### src/hw/ctz_regs.vh
`ifndef CTZ_REGS_VH
`define CTZ_REGS_VH

// instruction word fields, bit 0 is the most significant bit of the word
`define CTZ_PRIMARY_OP 6'h1F
`define CTZ_XO_TOUCH_ST 10'h0F6
`define CTZ_XO_ZERO 10'h3F6
`define CTZ_XO_LINE_ST 10'h276

// touch hint encodings
`define CTZ_HINT_SINGLE 4'h0
`define CTZ_HINT_FWD 4'h1
`define CTZ_HINT_BACK 4'h3
`define CTZ_HINT_DESC 4'h8
`define CTZ_HINT_CTRL 4'hA

// stop codes of the stream control word
`define CTZ_STOP_NONE 2'h0
`define CTZ_STOP_ONE 2'h2
`define CTZ_STOP_ALL 2'h3

// cache command codes
`define CTZ_CMD_FETCH_ST 2'h0
`define CTZ_CMD_ZERO_HIT 2'h1
`define CTZ_CMD_ZERO_ALLOC 2'h2
`define CTZ_CMD_WRITEBACK 2'h3

// register byte offsets
`define CTZ_REG_CTRL 12'h000
`define CTZ_REG_STATUS 12'h004
`define CTZ_REG_STREAM_SEL 12'h008
`define CTZ_REG_STREAM_ADDR_LO 12'h00C
`define CTZ_REG_STREAM_ADDR_HI 12'h010
`define CTZ_REG_STREAM_ATTR 12'h014

// control register fields and reset value
`define CTZ_CTRL_HINT_EN 0
`define CTZ_CTRL_STREAM_EN 1
`define CTZ_CTRL_RESET 2'h3

// stream table geometry
`define CTZ_DESC_W 59
`define CTZ_CTRL_W 12
`define CTZ_STREAMS 16

`endif

### src/hw/ctz_stream_mem.v
`timescale 1ns/1ps
`include "ctz_regs.vh"

module ctz_stream_mem (
   // clock
   input wire clk,
   // write side, two independent field groups
   input wire descWe,
   input wire ctrlWe,
   input wire [3:0] wrId,
   input wire [`CTZ_DESC_W-1:0] descIn,
   input wire [`CTZ_CTRL_W-1:0] ctrlIn,
   // read side, data comes from a register
   input wire [3:0] rdId,
   output reg [`CTZ_DESC_W+`CTZ_CTRL_W-1:0] rdData
);

   reg [`CTZ_DESC_W-1:0] descArr [0:`CTZ_STREAMS-1];
   reg [`CTZ_CTRL_W-1:0] ctrlArr [0:`CTZ_STREAMS-1];

   // field writes and registered read
   always @(posedge clk)
   begin
      if (descWe)
      begin
         descArr[wrId] <= descIn;
      end
      if (ctrlWe)
      begin
         ctrlArr[wrId] <= ctrlIn;
      end
      rdData <= {descArr[rdId], ctrlArr[rdId]};
   end

endmodule // ctz_stream_mem

### src/hw/ctz_unit.v
// Decided for this implementation: the APB interface to the registers and the placing of the registers.
`timescale 1ns/1ps
`include "ctz_regs.vh"

// Behaviour
// [RULE_01] touch address is first source (zero if field 0) plus second
// [RULE_02] touch-for-store prefetches the block and never raises an error
// [RULE_03] touch-for-store in a direct-store segment does nothing
// [RULE_04] touch-for-store checked as load; denied access means silent no-op
// [RULE_05] touch leaves condition field 0 and exception register alone
// [RULE_06] hint ignored for caching-inhibited or guarded locations
// [RULE_07] two-operand form uses hint value zero
// [RULE_08] hint 0000: store expected soon to the single addressed block
// [RULE_09] hint 0001: unlimited store stream at increasing block steps
// [RULE_10] hint 0011: unlimited store stream at decreasing block steps
// [RULE_11] hint 1000: address is a stream descriptor, may announce a store
// [RULE_12] hint 1010: address is a control word: attributes, go or stop
// [RULE_13] descriptor: start in upper 57 bits, direction, unlimited, id
// [RULE_14] control word: go, stop code, unit count, transient, unlimited, id
// [RULE_15] zeroing address is sum when first field nonzero, else second alone
// [RULE_16] block-zero clears a present block or allocates without a read
// [RULE_17] line-zero writes the address back to a nonzero first register
// [RULE_18] zeroing operations are protection-checked as stores
// [RULE_19] block-zero with word bit 31 set is invalid; exception reg kept
// [RULE_20] line-store writes a modified line holding the byte to memory
// [RULE_21] opcode 31 with 246, 1014, 630 selects touch, zero, line-store
module ctz_unit (
   // clock and reset
   input wire ref_clk,
   input wire rst_n,
   // issue side
   input wire opValid,
   input wire [31:0] instrWord,
   input wire twoOperandForm,
   input wire lineOpMode,
   input wire [63:0] firstSourceVal,
   input wire [63:0] secondSourceVal,
   // translation and tag lookup results for the issued address
   input wire directStore,
   input wire loadDenied,
   input wire storeDenied,
   input wire cacheInhibited,
   input wire guardedPage,
   input wire blockPresent,
   input wire lineModified,
   // cache command
   output reg cacheCmdValid,
   output reg [1:0] cacheCmd,
   output reg [63:0] cacheAddr,
   // stream engine events
   output reg streamStart,
   output reg streamBackward,
   output reg [3:0] streamId,
   output reg streamGo,
   output reg streamStop,
   output reg streamStopAll,
   // register write-back and completion
   output reg wbValid,
   output reg [4:0] wbReg,
   output reg [63:0] wbData,
   output reg opDone,
   output reg invalidForm,
   output reg storeFault,
   // apb slave
   input wire psel,
   input wire penable,
   input wire pwrite,
   input wire [11:0] paddr,
   input wire [31:0] pwdata,
   output reg [31:0] prdata,
   output reg pready,
   output reg pslverr
);

   reg [1:0] ctrlReg;
   reg [3:0] streamSel;
   reg [15:0] opCount;
   wire [`CTZ_STREAMS-1:0] streamValid;
   wire [`CTZ_DESC_W+`CTZ_CTRL_W-1:0] tableData;
   reg [31:0] next_prdata;
   reg next_pslverr;

   // instruction field extraction
   wire [5:0] primaryOp = instrWord[31:26];
   wire [9:0] extendedOp = instrWord[10:1];
   wire [4:0] firstSourceReg = instrWord[20:16];
   wire formBit = instrWord[0];

   // opcode decode
   wire isMajor = opValid && (primaryOp == `CTZ_PRIMARY_OP); // see [RULE_21]
   wire isTouch = isMajor && (extendedOp == `CTZ_XO_TOUCH_ST); // see [RULE_21]
   wire isZero = isMajor && (extendedOp == `CTZ_XO_ZERO); // see [RULE_21]
   wire isLineSt = isMajor && (extendedOp == `CTZ_XO_LINE_ST); // see [RULE_21]

   // hint field, forced to zero in the short form
   wire [3:0] touchHintField = twoOperandForm ? 4'h0 : // see [RULE_07]
      instrWord[24:21];

   // shared address adder, zero replaces a first field of 0
   wire [63:0] baseVal = (firstSourceReg == 5'h00) ? 64'h0 :
      firstSourceVal; // see [RULE_01] see [RULE_15]
   wire [63:0] effectiveAddr = baseVal + secondSourceVal;

   // stream descriptor fields
   wire [56:0] descStart = effectiveAddr[63:7]; // see [RULE_13]
   wire descDir = effectiveAddr[6]; // see [RULE_13]
   wire unlimitedGoFlag = effectiveAddr[5]; // see [RULE_13]
   wire [3:0] wordId = effectiveAddr[3:0]; // see [RULE_13] see [RULE_14]

   // stream control word fields
   wire ctrlGo = effectiveAddr[31]; // see [RULE_14]
   wire [1:0] ctrlStop = effectiveAddr[30:29]; // see [RULE_14]
   wire [9:0] streamUnitCount = effectiveAddr[16:7]; // see [RULE_14]
   wire ctrlTransient = effectiveAddr[6]; // see [RULE_14]
   wire ctrlUnlimited = effectiveAddr[5]; // see [RULE_14]

   // the touch acts only on cacheable, reachable, enabled targets
   wire touchActive = isTouch && ctrlReg[`CTZ_CTRL_HINT_EN] &&
      !directStore && // see [RULE_03]
      !loadDenied && // see [RULE_04]
      !cacheInhibited && !guardedPage; // see [RULE_06]
   wire streamActive = touchActive && ctrlReg[`CTZ_CTRL_STREAM_EN];

   // stream table writes
   wire descWe = streamActive &&
      (touchHintField == `CTZ_HINT_DESC); // see [RULE_11]
   wire ctrlWordHit = streamActive && (touchHintField == `CTZ_HINT_CTRL);
   wire ctrlWe = ctrlWordHit && (ctrlStop == `CTZ_STOP_NONE); // see [RULE_12]
   wire stopOne = ctrlWordHit && (ctrlStop == `CTZ_STOP_ONE);
   wire stopAll = ctrlWordHit && (ctrlStop == `CTZ_STOP_ALL);

   // zeroing checks
   wire zeroBad = isZero && formBit; // see [RULE_19]
   wire zeroDenied = isZero && !formBit && storeDenied; // see [RULE_18]
   wire zeroGo = isZero && !formBit && !storeDenied;

   // descriptor and control storage
   ctz_stream_mem streamTable (
      .clk(ref_clk),
      .descWe(descWe),
      .ctrlWe(ctrlWe),
      .wrId(wordId),
      .descIn({descStart, descDir, unlimitedGoFlag}),
      .ctrlIn({streamUnitCount, ctrlTransient, ctrlUnlimited}),
      .rdId(streamSel),
      .rdData(tableData)
   );

   // per-stream described flag, set by descriptor, cleared by stop
   genvar gi;
   generate
      for (gi = 0; gi < `CTZ_STREAMS; gi = gi + 1)
      begin : gValid
         reg described;
         always @(posedge ref_clk or negedge rst_n)
         begin
            if (!rst_n)
            begin
               described <= 1'b0;
            end
            else if (descWe && (wordId == gi))
            begin
               described <= 1'b1; // set wins over a stop
            end
            else if (stopAll || (stopOne && (wordId == gi))) // see [RULE_12]
            begin
               described <= 1'b0;
            end
         end
         assign streamValid[gi] = described;
      end
   endgenerate

   // operation stage: one cycle from issue to outputs
   always @(posedge ref_clk or negedge rst_n)
   begin
      if (!rst_n)
      begin
         cacheCmdValid <= 1'b0;
         cacheCmd <= `CTZ_CMD_FETCH_ST;
         cacheAddr <= 64'h0;
         streamStart <= 1'b0;
         streamBackward <= 1'b0;
         streamId <= 4'h0;
         streamGo <= 1'b0;
         streamStop <= 1'b0;
         streamStopAll <= 1'b0;
         wbValid <= 1'b0;
         wbReg <= 5'h00;
         wbData <= 64'h0;
         opDone <= 1'b0;
         invalidForm <= 1'b0;
         storeFault <= 1'b0;
         opCount <= 16'h0000;
      end
      else
      begin
         // pulses default low; no condition or exception register port
         cacheCmdValid <= 1'b0; // see [RULE_05] see [RULE_19]
         streamStart <= 1'b0;
         streamGo <= 1'b0;
         streamStop <= 1'b0;
         streamStopAll <= 1'b0;
         wbValid <= 1'b0;
         invalidForm <= zeroBad;
         storeFault <= zeroDenied;
         opDone <= isTouch || isZero || isLineSt; // see [RULE_02]
         if (isTouch || isZero || isLineSt)
         begin
            opCount <= opCount + 16'h0001;
         end
         cacheAddr <= effectiveAddr;
         streamId <= wordId;
         if (touchActive)
         begin
            case (touchHintField)
               `CTZ_HINT_SINGLE:
               begin
                  cacheCmdValid <= 1'b1; // see [RULE_08] see [RULE_02]
                  cacheCmd <= `CTZ_CMD_FETCH_ST;
               end
               `CTZ_HINT_FWD:
               begin
                  cacheCmdValid <= 1'b1;
                  cacheCmd <= `CTZ_CMD_FETCH_ST;
                  streamStart <= ctrlReg[`CTZ_CTRL_STREAM_EN]; // see [RULE_09]
                  streamBackward <= 1'b0;
               end
               `CTZ_HINT_BACK:
               begin
                  cacheCmdValid <= 1'b1;
                  cacheCmd <= `CTZ_CMD_FETCH_ST;
                  streamStart <= ctrlReg[`CTZ_CTRL_STREAM_EN]; // see [RULE_10]
                  streamBackward <= 1'b1;
               end
               `CTZ_HINT_DESC:
               begin
                  // unlimited flag also announces the store, see [RULE_11]
                  streamStart <= streamActive && unlimitedGoFlag;
                  streamBackward <= descDir;
               end
               `CTZ_HINT_CTRL:
               begin
                  streamGo <= ctrlWe && ctrlGo; // see [RULE_12]
                  streamStop <= stopOne || stopAll;
                  streamStopAll <= stopAll;
               end
               default:
               begin
                  cacheCmdValid <= 1'b0;
               end
            endcase
         end
         else if (zeroGo)
         begin
            // clear in place or allocate without a storage read
            cacheCmdValid <= 1'b1;
            cacheCmd <= blockPresent ? `CTZ_CMD_ZERO_HIT :
               `CTZ_CMD_ZERO_ALLOC; // see [RULE_16]
            wbValid <= lineOpMode && (firstSourceReg != 5'h00); // see [RULE_17]
            wbReg <= firstSourceReg;
            wbData <= effectiveAddr;
         end
         else if (isLineSt && blockPresent && lineModified)
         begin
            cacheCmdValid <= 1'b1; // see [RULE_20]
            cacheCmd <= `CTZ_CMD_WRITEBACK;
         end
      end
   end

   // apb read mux for the access phase
   always @*
   begin
      next_prdata = 32'h0000_0000;
      next_pslverr = 1'b0;
      if (paddr == `CTZ_REG_CTRL)
      begin
         next_prdata = {30'h0, ctrlReg};
      end
      else if (paddr == `CTZ_REG_STATUS)
      begin
         next_prdata = {opCount, streamValid};
      end
      else if (paddr == `CTZ_REG_STREAM_SEL)
      begin
         next_prdata = {28'h0, streamSel};
      end
      else if (paddr == `CTZ_REG_STREAM_ADDR_LO)
      begin
         next_prdata = {tableData[38:14], 7'h00};
      end
      else if (paddr == `CTZ_REG_STREAM_ADDR_HI)
      begin
         next_prdata = tableData[70:39];
      end
      else if (paddr == `CTZ_REG_STREAM_ATTR)
      begin
         next_prdata = {18'h0, tableData[11:0], tableData[13:12]};
      end
      else
      begin
         next_pslverr = 1'b1;
      end
   end

   // apb handshake: one wait state, write lands on the completing edge
   always @(posedge ref_clk or negedge rst_n)
   begin
      if (!rst_n)
      begin
         pready <= 1'b0;
         prdata <= 32'h0000_0000;
         pslverr <= 1'b0;
         ctrlReg <= `CTZ_CTRL_RESET;
         streamSel <= 4'h0;
      end
      else
      begin
         pready <= psel && penable && !pready;
         if (psel && penable && !pready)
         begin
            prdata <= pwrite ? 32'h0000_0000 : next_prdata;
            pslverr <= next_pslverr;
         end
         else
         begin
            prdata <= 32'h0000_0000;
            pslverr <= 1'b0;
         end
         if (psel && penable && pready && pwrite && !pslverr)
         begin
            if (paddr == `CTZ_REG_CTRL)
            begin
               ctrlReg <= pwdata[1:0];
            end
            else if (paddr == `CTZ_REG_STREAM_SEL)
            begin
               streamSel <= pwdata[3:0];
            end
         end
      end
   end

endmodule // ctz_unit

### config.mk
export PLATFORM = sky130hd
export DESIGN_NAME = ctz_unit
export DESIGN_NICKNAME = d
export VERILOG_FILES = /design/src/hw/ctz_stream_mem.v /design/src/hw/ctz_unit.v
export VERILOG_INCLUDE_DIRS = /design/src /design/src/hw
export SDC_FILE = /design/constraint.sdc
export NUM_CORES = 1
export LEC_CHECK = 0
export BUFFER_PORTS_ARGS = -buffer_cell sky130_fd_sc_hd__buf_2
export CORE_MARGIN = 1.5
export CORE_UTILIZATION = 54
export CTS_CLUSTER_DIAMETER = 150
export CTS_CLUSTER_SIZE = 40
export DETAILED_ROUTE_END_ITERATION = 8
export PLACE_DENSITY = 0.75
export SLEW_MARGIN = 20
export SYNTH_ARGS = -nofsm -noshare
export SYNTH_HDL_FRONTEND = slang
export SYNTH_SLANG_ARGS = --single-unit
### constraint.sdc
create_clock -name ref_clk -period 4.9 [get_ports ref_clk]
set_clock_uncertainty 0.15 [all_clocks]
set_input_delay 0.98 -clock ref_clk [delete_from_list [all_inputs] [get_ports ref_clk]]
set_output_delay 0.98 -clock ref_clk [all_outputs]
set_load 0.01 [all_outputs]
### Word level (Yosys, flattened, before mapping)

Memories as Yosys holds them, arrays and structs flattened. A register that Yosys moved wholly into a read port is not among the register bits.
Cells that the tools add are included.

* add/sub/neg operators: 2
* muxes and demuxes: 73
* reduce and logical (&&, ||, !) cells: 119
* equal/unequal tests: 31
* bitwise operators: 2

Operators with widths (number)
* 2-to-1 mux 32 bit: 7
* adder 64 bit: 1
* 2-to-1 mux 64 bit: 1
* logical AND 1 bit: 61
* 2-to-1 mux 1 bit: 56
* == test 4 bit (second input constant): 10
* nonzero test 2 bit: 16
* == test 12 x 4 -> 1 bit (second input constant): 2
* == test 12 x 5 -> 1 bit (second input constant): 2
* == test 10 bit (second input constant): 2
* logical OR 1 bit: 19
* adder 16 x 1 -> 16 bit (second input constant): 1
* == test 4 x 3 -> 1 bit (second input constant): 4
* 2-to-1 mux 14 bit: 1
* == test 12 x 3 -> 1 bit (second input constant): 1
* == test 4 x 2 -> 1 bit (second input constant): 3
* logical NOT 12 bit: 1
* == test 10 x 8 -> 1 bit (second input constant): 1
* 2-to-1 mux 2 bit: 5
* == test 4 x 1 -> 1 bit (second input constant): 2
* logical NOT 1 bit: 8
* logical NOT 4 bit: 2
* AND reduction 2 bit: 4
* == test 6 x 5 -> 1 bit (second input constant): 1
* 13 further kinds: 16

* output and inout bits: 183
* input bits: 219
* memories: 2
* word-level logic and storage cells: 266
* register bits after elaboration: 221
* RAM bits: 1136

Memory list
* streamTable.descArr: words 16, bits a word 59, rd ports 1, clocked after memory_dff 1, write ports 1, line ctz_stream_mem.v:18 `` reg [`CTZ_DESC_W-1:0] descArr [0:`CTZ_STREAMS-1]; ``
* streamTable.ctrlArr: words 16, bits a word 12, rd ports 1, clocked after memory_dff 1, write ports 1, line ctz_stream_mem.v:19 `` reg [`CTZ_CTRL_W-1:0] ctrlArr [0:`CTZ_STREAMS-1]; ``

### Logic depth before layout (Yosys ltp)

* word-level depth: 15
* mapped depth: 17
* depth with buffers taken out: 15

### Modules after synthesis

A second synthesis with hierarchy kept.

* cells, all modules: 3242
* area total of the unflattened synthesis: 56728.2 sq um

By module, submodules not included
* ctz_stream_mem: instances 1, seq. area each 35534.1 sq um, area each 44012.2 sq um, cells each 1851
* ctz_unit: instances 1, seq. area each 5432.7 sq um, area each 12715.9 sq um, cells each 1391

### Worst setup path after synthesis

Ideal clock, no wire load.

* path type: input to register
* start point: input instrWord[16]
* end point: memory streamTable.descArr[1][0] (netlist bit), enable pin
* library setup time: 0.476 ns
* path slack: -1.757 ns
* data required time: 4.274 ns
* arrival time: 6.031 ns
* cell stages on the path: 12
* buffers on the path: 1
* path through: or4_1 -> nor2_1 -> clkbuf_1 -> nor2b_1 -> ha_1 -> a21o_1 -> a21oi_1 -> xor2_1 -> inv_1 -> nor2_1 -> nand3_1 -> nor2_1

* word-level cells in the longest chain between the ends: 3

Ends and longest elaborated chain
* start, declared: line ctz_unit.v:33 `input wire [31:0] instrWord,`
* logical NOT 5 bit: line ctz_unit.v:100 `wire [63:0] baseVal = (firstSourceReg == 5'h00) ? 64'h0 :`
* 2-to-1 mux 64 bit: line ctz_unit.v:100
* adder 64 bit: line ctz_unit.v:102 `wire [63:0] effectiveAddr = baseVal + secondSourceVal;`
* via effectiveAddr[3]: line ctz_unit.v:102
* end, declared: line ctz_stream_mem.v:18

The timed path passes the listed nets, and every way through them passes these cells.

### Worst setup path in the final report

* start point: input instrWord[16]
* end point: register gValid[13].described

* word-level cells in the longest chain between the ends: 8
* elaborated cells on any way between the ends: 13
* classes of those cells: 1 x add/sub; 3 x eq/ne; 2 x mux; 7 x reduce/logical

Ends and longest elaborated chain
* logical NOT 5 bit *: line ctz_unit.v:100
* 2-to-1 mux 64 bit *: line ctz_unit.v:100
* adder 64 bit *: line ctz_unit.v:102
* via effectiveAddr[30]: line ctz_unit.v:102
* == test 2 bit (no source line)
* logical AND 1 bit: line ctz_unit.v:129 `` wire stopOne = ctrlWordHit && (ctrlStop == `CTZ_STOP_ONE); ``
* logical AND 1 bit: line ctz_unit.v:165 `else if (stopAll || (stopOne && (wordId == gi)))`
* logical OR 1 bit *: line ctz_unit.v:165
* nonzero test 2 bit (no source line) *
* end signal, assigned: line ctz_unit.v:159 `described <= 1'b0;`
* end signal, assigned: line ctz_unit.v:163 `described <= 1'b1;`
* end signal, assigned: line ctz_unit.v:167 `described <= 1'b0;`
* end, declared: line ctz_unit.v:154 `reg described;`

The timed path passes the listed nets; every way through them passes the cells marked *.
A chain may end at the register's enable or synchronous reset.

==> flow_metrics.tcl <==
set metrics [dict create \
    status "completed" \
    cp_top_family "compound AO/OA/AOI/OAI gates" \
    use_met3_pct 5.87 \
    p_per_area_nw_per_um2 324 \
    r2r_cells 9 \
    min_period_ps 4830 \
    drt_iter0_drc 4406 \
    setup_ws_ps 70.3 \
    setup_tns_ps 0 \
    grt_util_met1_pct 40.2 \
    clock_latency_ps 670 \
    relSlewSlack_pct 41.4 \
    avgViaCountPerCell 6.21 \
    drive_gt1_share_pct 36.9 \
    die_w_um 327 \
    syn-cell-area_um2 56600 \
    switchingPower_mw 5.08 \
    die_h_um 327 \
    synth.yosys.seq_area_share_pct 72.4 \
    rows 118 \
    drt_wl_total_um 153000 \
    grt_use_total_pct 28.8 \
    overflow 0 \
    worstSetupPathDepth 19 \
    grt_util_met2_pct 46.8 \
    p_comb_share_pct 12.6 \
    switching_share_pct 23.5 \
    finalHoldViolCount 0 \
    fill_cells 6922 \
    clockRootBuffer "clkbuf_16" \
    critPathSlowestCell "or4_4" \
    max_cap_violations 0 \
    wire_per_inst_um 29.5 \
    clockBufferDepth 3 \
    fin_nets 4059 \
    synthToLayoutAreaGrowth_pct 18.0 \
    min-delay-path-class "in -> async" \
    async_flop_share_pct 15.2 \
    io_buffers 367 \
    max_freq_ghz 0.207 \
    r2r_slack_ps 1160 \
    r2r_end "streamTable.descArr[4][51]" \
    cts_tree "built" \
    ant_nets 0 \
    grt_pass1_vias 32100 \
    syn_nets 3310 \
    synth.distinct_cells 90 \
    yosysWarnings 0 \
    startpoint_type "primary input" \
    dp_hpwl_um 108000 \
    start_util_pct 54.6 \
    setup_viol 0 \
    p_clk_share_pct 23.6 \
    period_share_pct 98.6 \
    hold_slack_ps 158 \
    antenna_found_initial 11 \
    synthCells 3026 \
    worstPathRequired_ps 5270 \
    grt_pass1_wl_um 221000 \
    synth_ff_type "edfxtp_1" \
    crit_chain "buf_2 -> or4_4 -> nor2_4 -> buf_12 -> nor2b_1 -> ha_1 -> inv_1 -> fa_1 -> nand2b_1 -> a21o_1 -> a21boi_2 -> o32a_4 -> a31o_4 -> xnor2_4 -> buf_4 -> nand3_2 -> buf_12 -> o21ai_0 -> o21ai_0" \
    timing.rr.start "ctrlReg[0]" \
    cts_buffers 41 \
    cts.htree.levels 2 \
    finalMaxSlewViolations 0 \
    clkTransAtPathRegs_ps 140 \
    cts_sinks 1424 \
    synth-edff-count 1136 \
    cp_max_fo 22 \
    critical_path_class "in -> reg" \
    ios 402 \
    end_kind "register" \
    coreArea_um2 104000 \
    p_leak_nw 23.5 \
    critPathMaxStageDelay_ps 560 \
    grt_start_max_net_pins 99 \
    postCtsSetupBuffers 0 \
    worst-path-buf-inv 5 \
    drcViolationCount 0 \
    internal_power_mw 16.6 \
    gp_congestion 0.924 \
    ys_ff_latch 1424 \
    firstDrtPassIters 6 \
    crit_arrival_ps 5200 \
    syn_avg_cell_area_um2 18.7 \
    dp_slack_ps -829 \
    dieArea_um2 107000 \
    top_usage_layer "met2" \
    seq_power_share_pct 63.7 \
    worst_pin_slew_ps 880 \
    vias 32300 \
    max-vdd-ir-drop_mv 0.233 \
]
## layer usage
layer  part of all wire, %  wire (µm)  up-vias
met5                0.0072         11        -
met4                   3.1       4710        2
met2                    48      74300     1828
met1                    38      58000    16700
li1                      -          -    13500
met3                    11      16200      198
## cells in the mapped netlist, drive strengths merged (29+ instances only)
library cell,n,area [µm²]
edfxtp,1136,34100
mux4,355,8000
dfrtp,215,5380
nand2,183,689
nor2,135,514
a21oi,106,531
clkbuf,103,388
o21ai,83,415
nor2b,73,459
dfxtp,71,1420
ha,64,801
buf,51,235
xnor2,48,439
mux2,42,473
inv,32,120
nand3,32,165
xor2,29,254
## repair_timing
item	in CTS	in global routing
pin swaps	0	4
setup endpoints to repair	274	362
gates cloned	0	0
gates resized for setup	4	16
hold buffers	0	0
## cells in the final DEF (no fill, tap or decap), drive strengths merged, types with 20 or more instances in the layout
cell / netlist / final
a21oi: 106 / 106
nor2: 135 / 135
buf: 51 / 860
inv: 32 / 33
nand3: 32 / 32
clkbuf: 103 / 73
o21ai: 83 / 83
mux2: 42 / 42
xor2: 29 / 29
a22oi: 23 / 23
a21o: 22 / 22
ha: 64 / 64
dfrtp: 215 / 215
dfxtp: 71 / 71
mux4: 355 / 355
a222oi: 20 / 20
nor2b: 73 / 73
nand2: 183 / 183
xnor2: 48 / 48
edfxtp: 1136 / 1136
nand4: 22 / 22
## per-stage QoR
| step | area [µm²] | std cells | total power, mW | util [%] |
|---|---|---|---|---|
| global placement | 65400 | 5112 | 16.7 | 63.1 |
| finish | 66800 | 5196 | 21.6 | 64.4 |
| detailed placement | 65400 | 5112 | 16.8 | 63.1 |
| floorplan | 56800 | 3026 | 15.1 | - |
| CTS | 66700 | 5188 | 21.7 | 64.3 |
| global route | 66800 | 5191 | 22.2 | 64.4 |
## worst max path at each step
stage | from | to | slack [ps]
2_1_floorplan | instrWord[16] | streamTable.ctrlArr[1][0] | -90
3_3_place_gp | instrWord[16] | streamTable.descArr[8][47] | -800
3_5_place_dp | instrWord[16] | streamTable.descArr[10][47] | -830
4_1_cts | instrWord[16] | streamTable.descArr[7][50] | 20
5_1_grt | instrWord[16] | streamTable.descArr[9][52] | -10
6_report | instrWord[16] | gValid[13].described | 70
## registers in the layout, indices dropped and copies added, names as in the netlist, 4 cells and up
name / flops
streamTable.descArr: 944
wbData: 64
prdata: 32
cacheAddr: 61
wbReg: 5
gValid.described: 16
streamTable.rdData: 71
streamSel: 4
streamTable.ctrlArr: 192
opCount: 16
## worst reg2reg max path: cells and delay by family, from the launching register on
kind / cells / cell delay, ps
DFF: 1 / 750
and+or+nand+nor: 7 / 1860
buffers and inverters: 2 / 680
## cell type report
type / count / area, µm² / share of cell area [%]
sequential: 1424 / 41000 / 61.4
multi-input combinational: 1416 / 15300 / 22.9
timing repair buffer: 860 / 7380 / 11.1
tap: 1380 / 1730 / 2.59
clock buffer: 73 / 1190 / 1.78
inverter: 32 / 120 / 0.180
clock inverter: 3 / 55.1 / 0.0825
antenna: 8 / 20.0 / 0.0300
## cells by family after synthesis
group	Yosys count	share of synthesized area [%]
compound gates	339	3.97
simple gates	533	4.59
buf+inv	186	1.31
xor+xnor	77	1.22
mux	402	15.1
fa+ha+maj	65	1.45
flops	1424	72.4
## power by group through the flow
| stage | Clock (mW) | Sequential [mW] | Combinational, mW |
|---|---|---|---|
| 5_1_grt | 5.52 | 13.8 | 2.92 |
| 3_5_place_dp | 0 | 14.1 | 2.69 |
| 4_1_cts | 5.17 | 13.8 | 2.71 |
| 3_3_place_gp | 0 | 14.1 | 2.63 |
| 2_1_floorplan | 0 | 14.2 | 0.954 |
| 6_report | 5.11 | 13.8 | 2.73 |
Note: power is estimated with default switching activity, not from simulation.
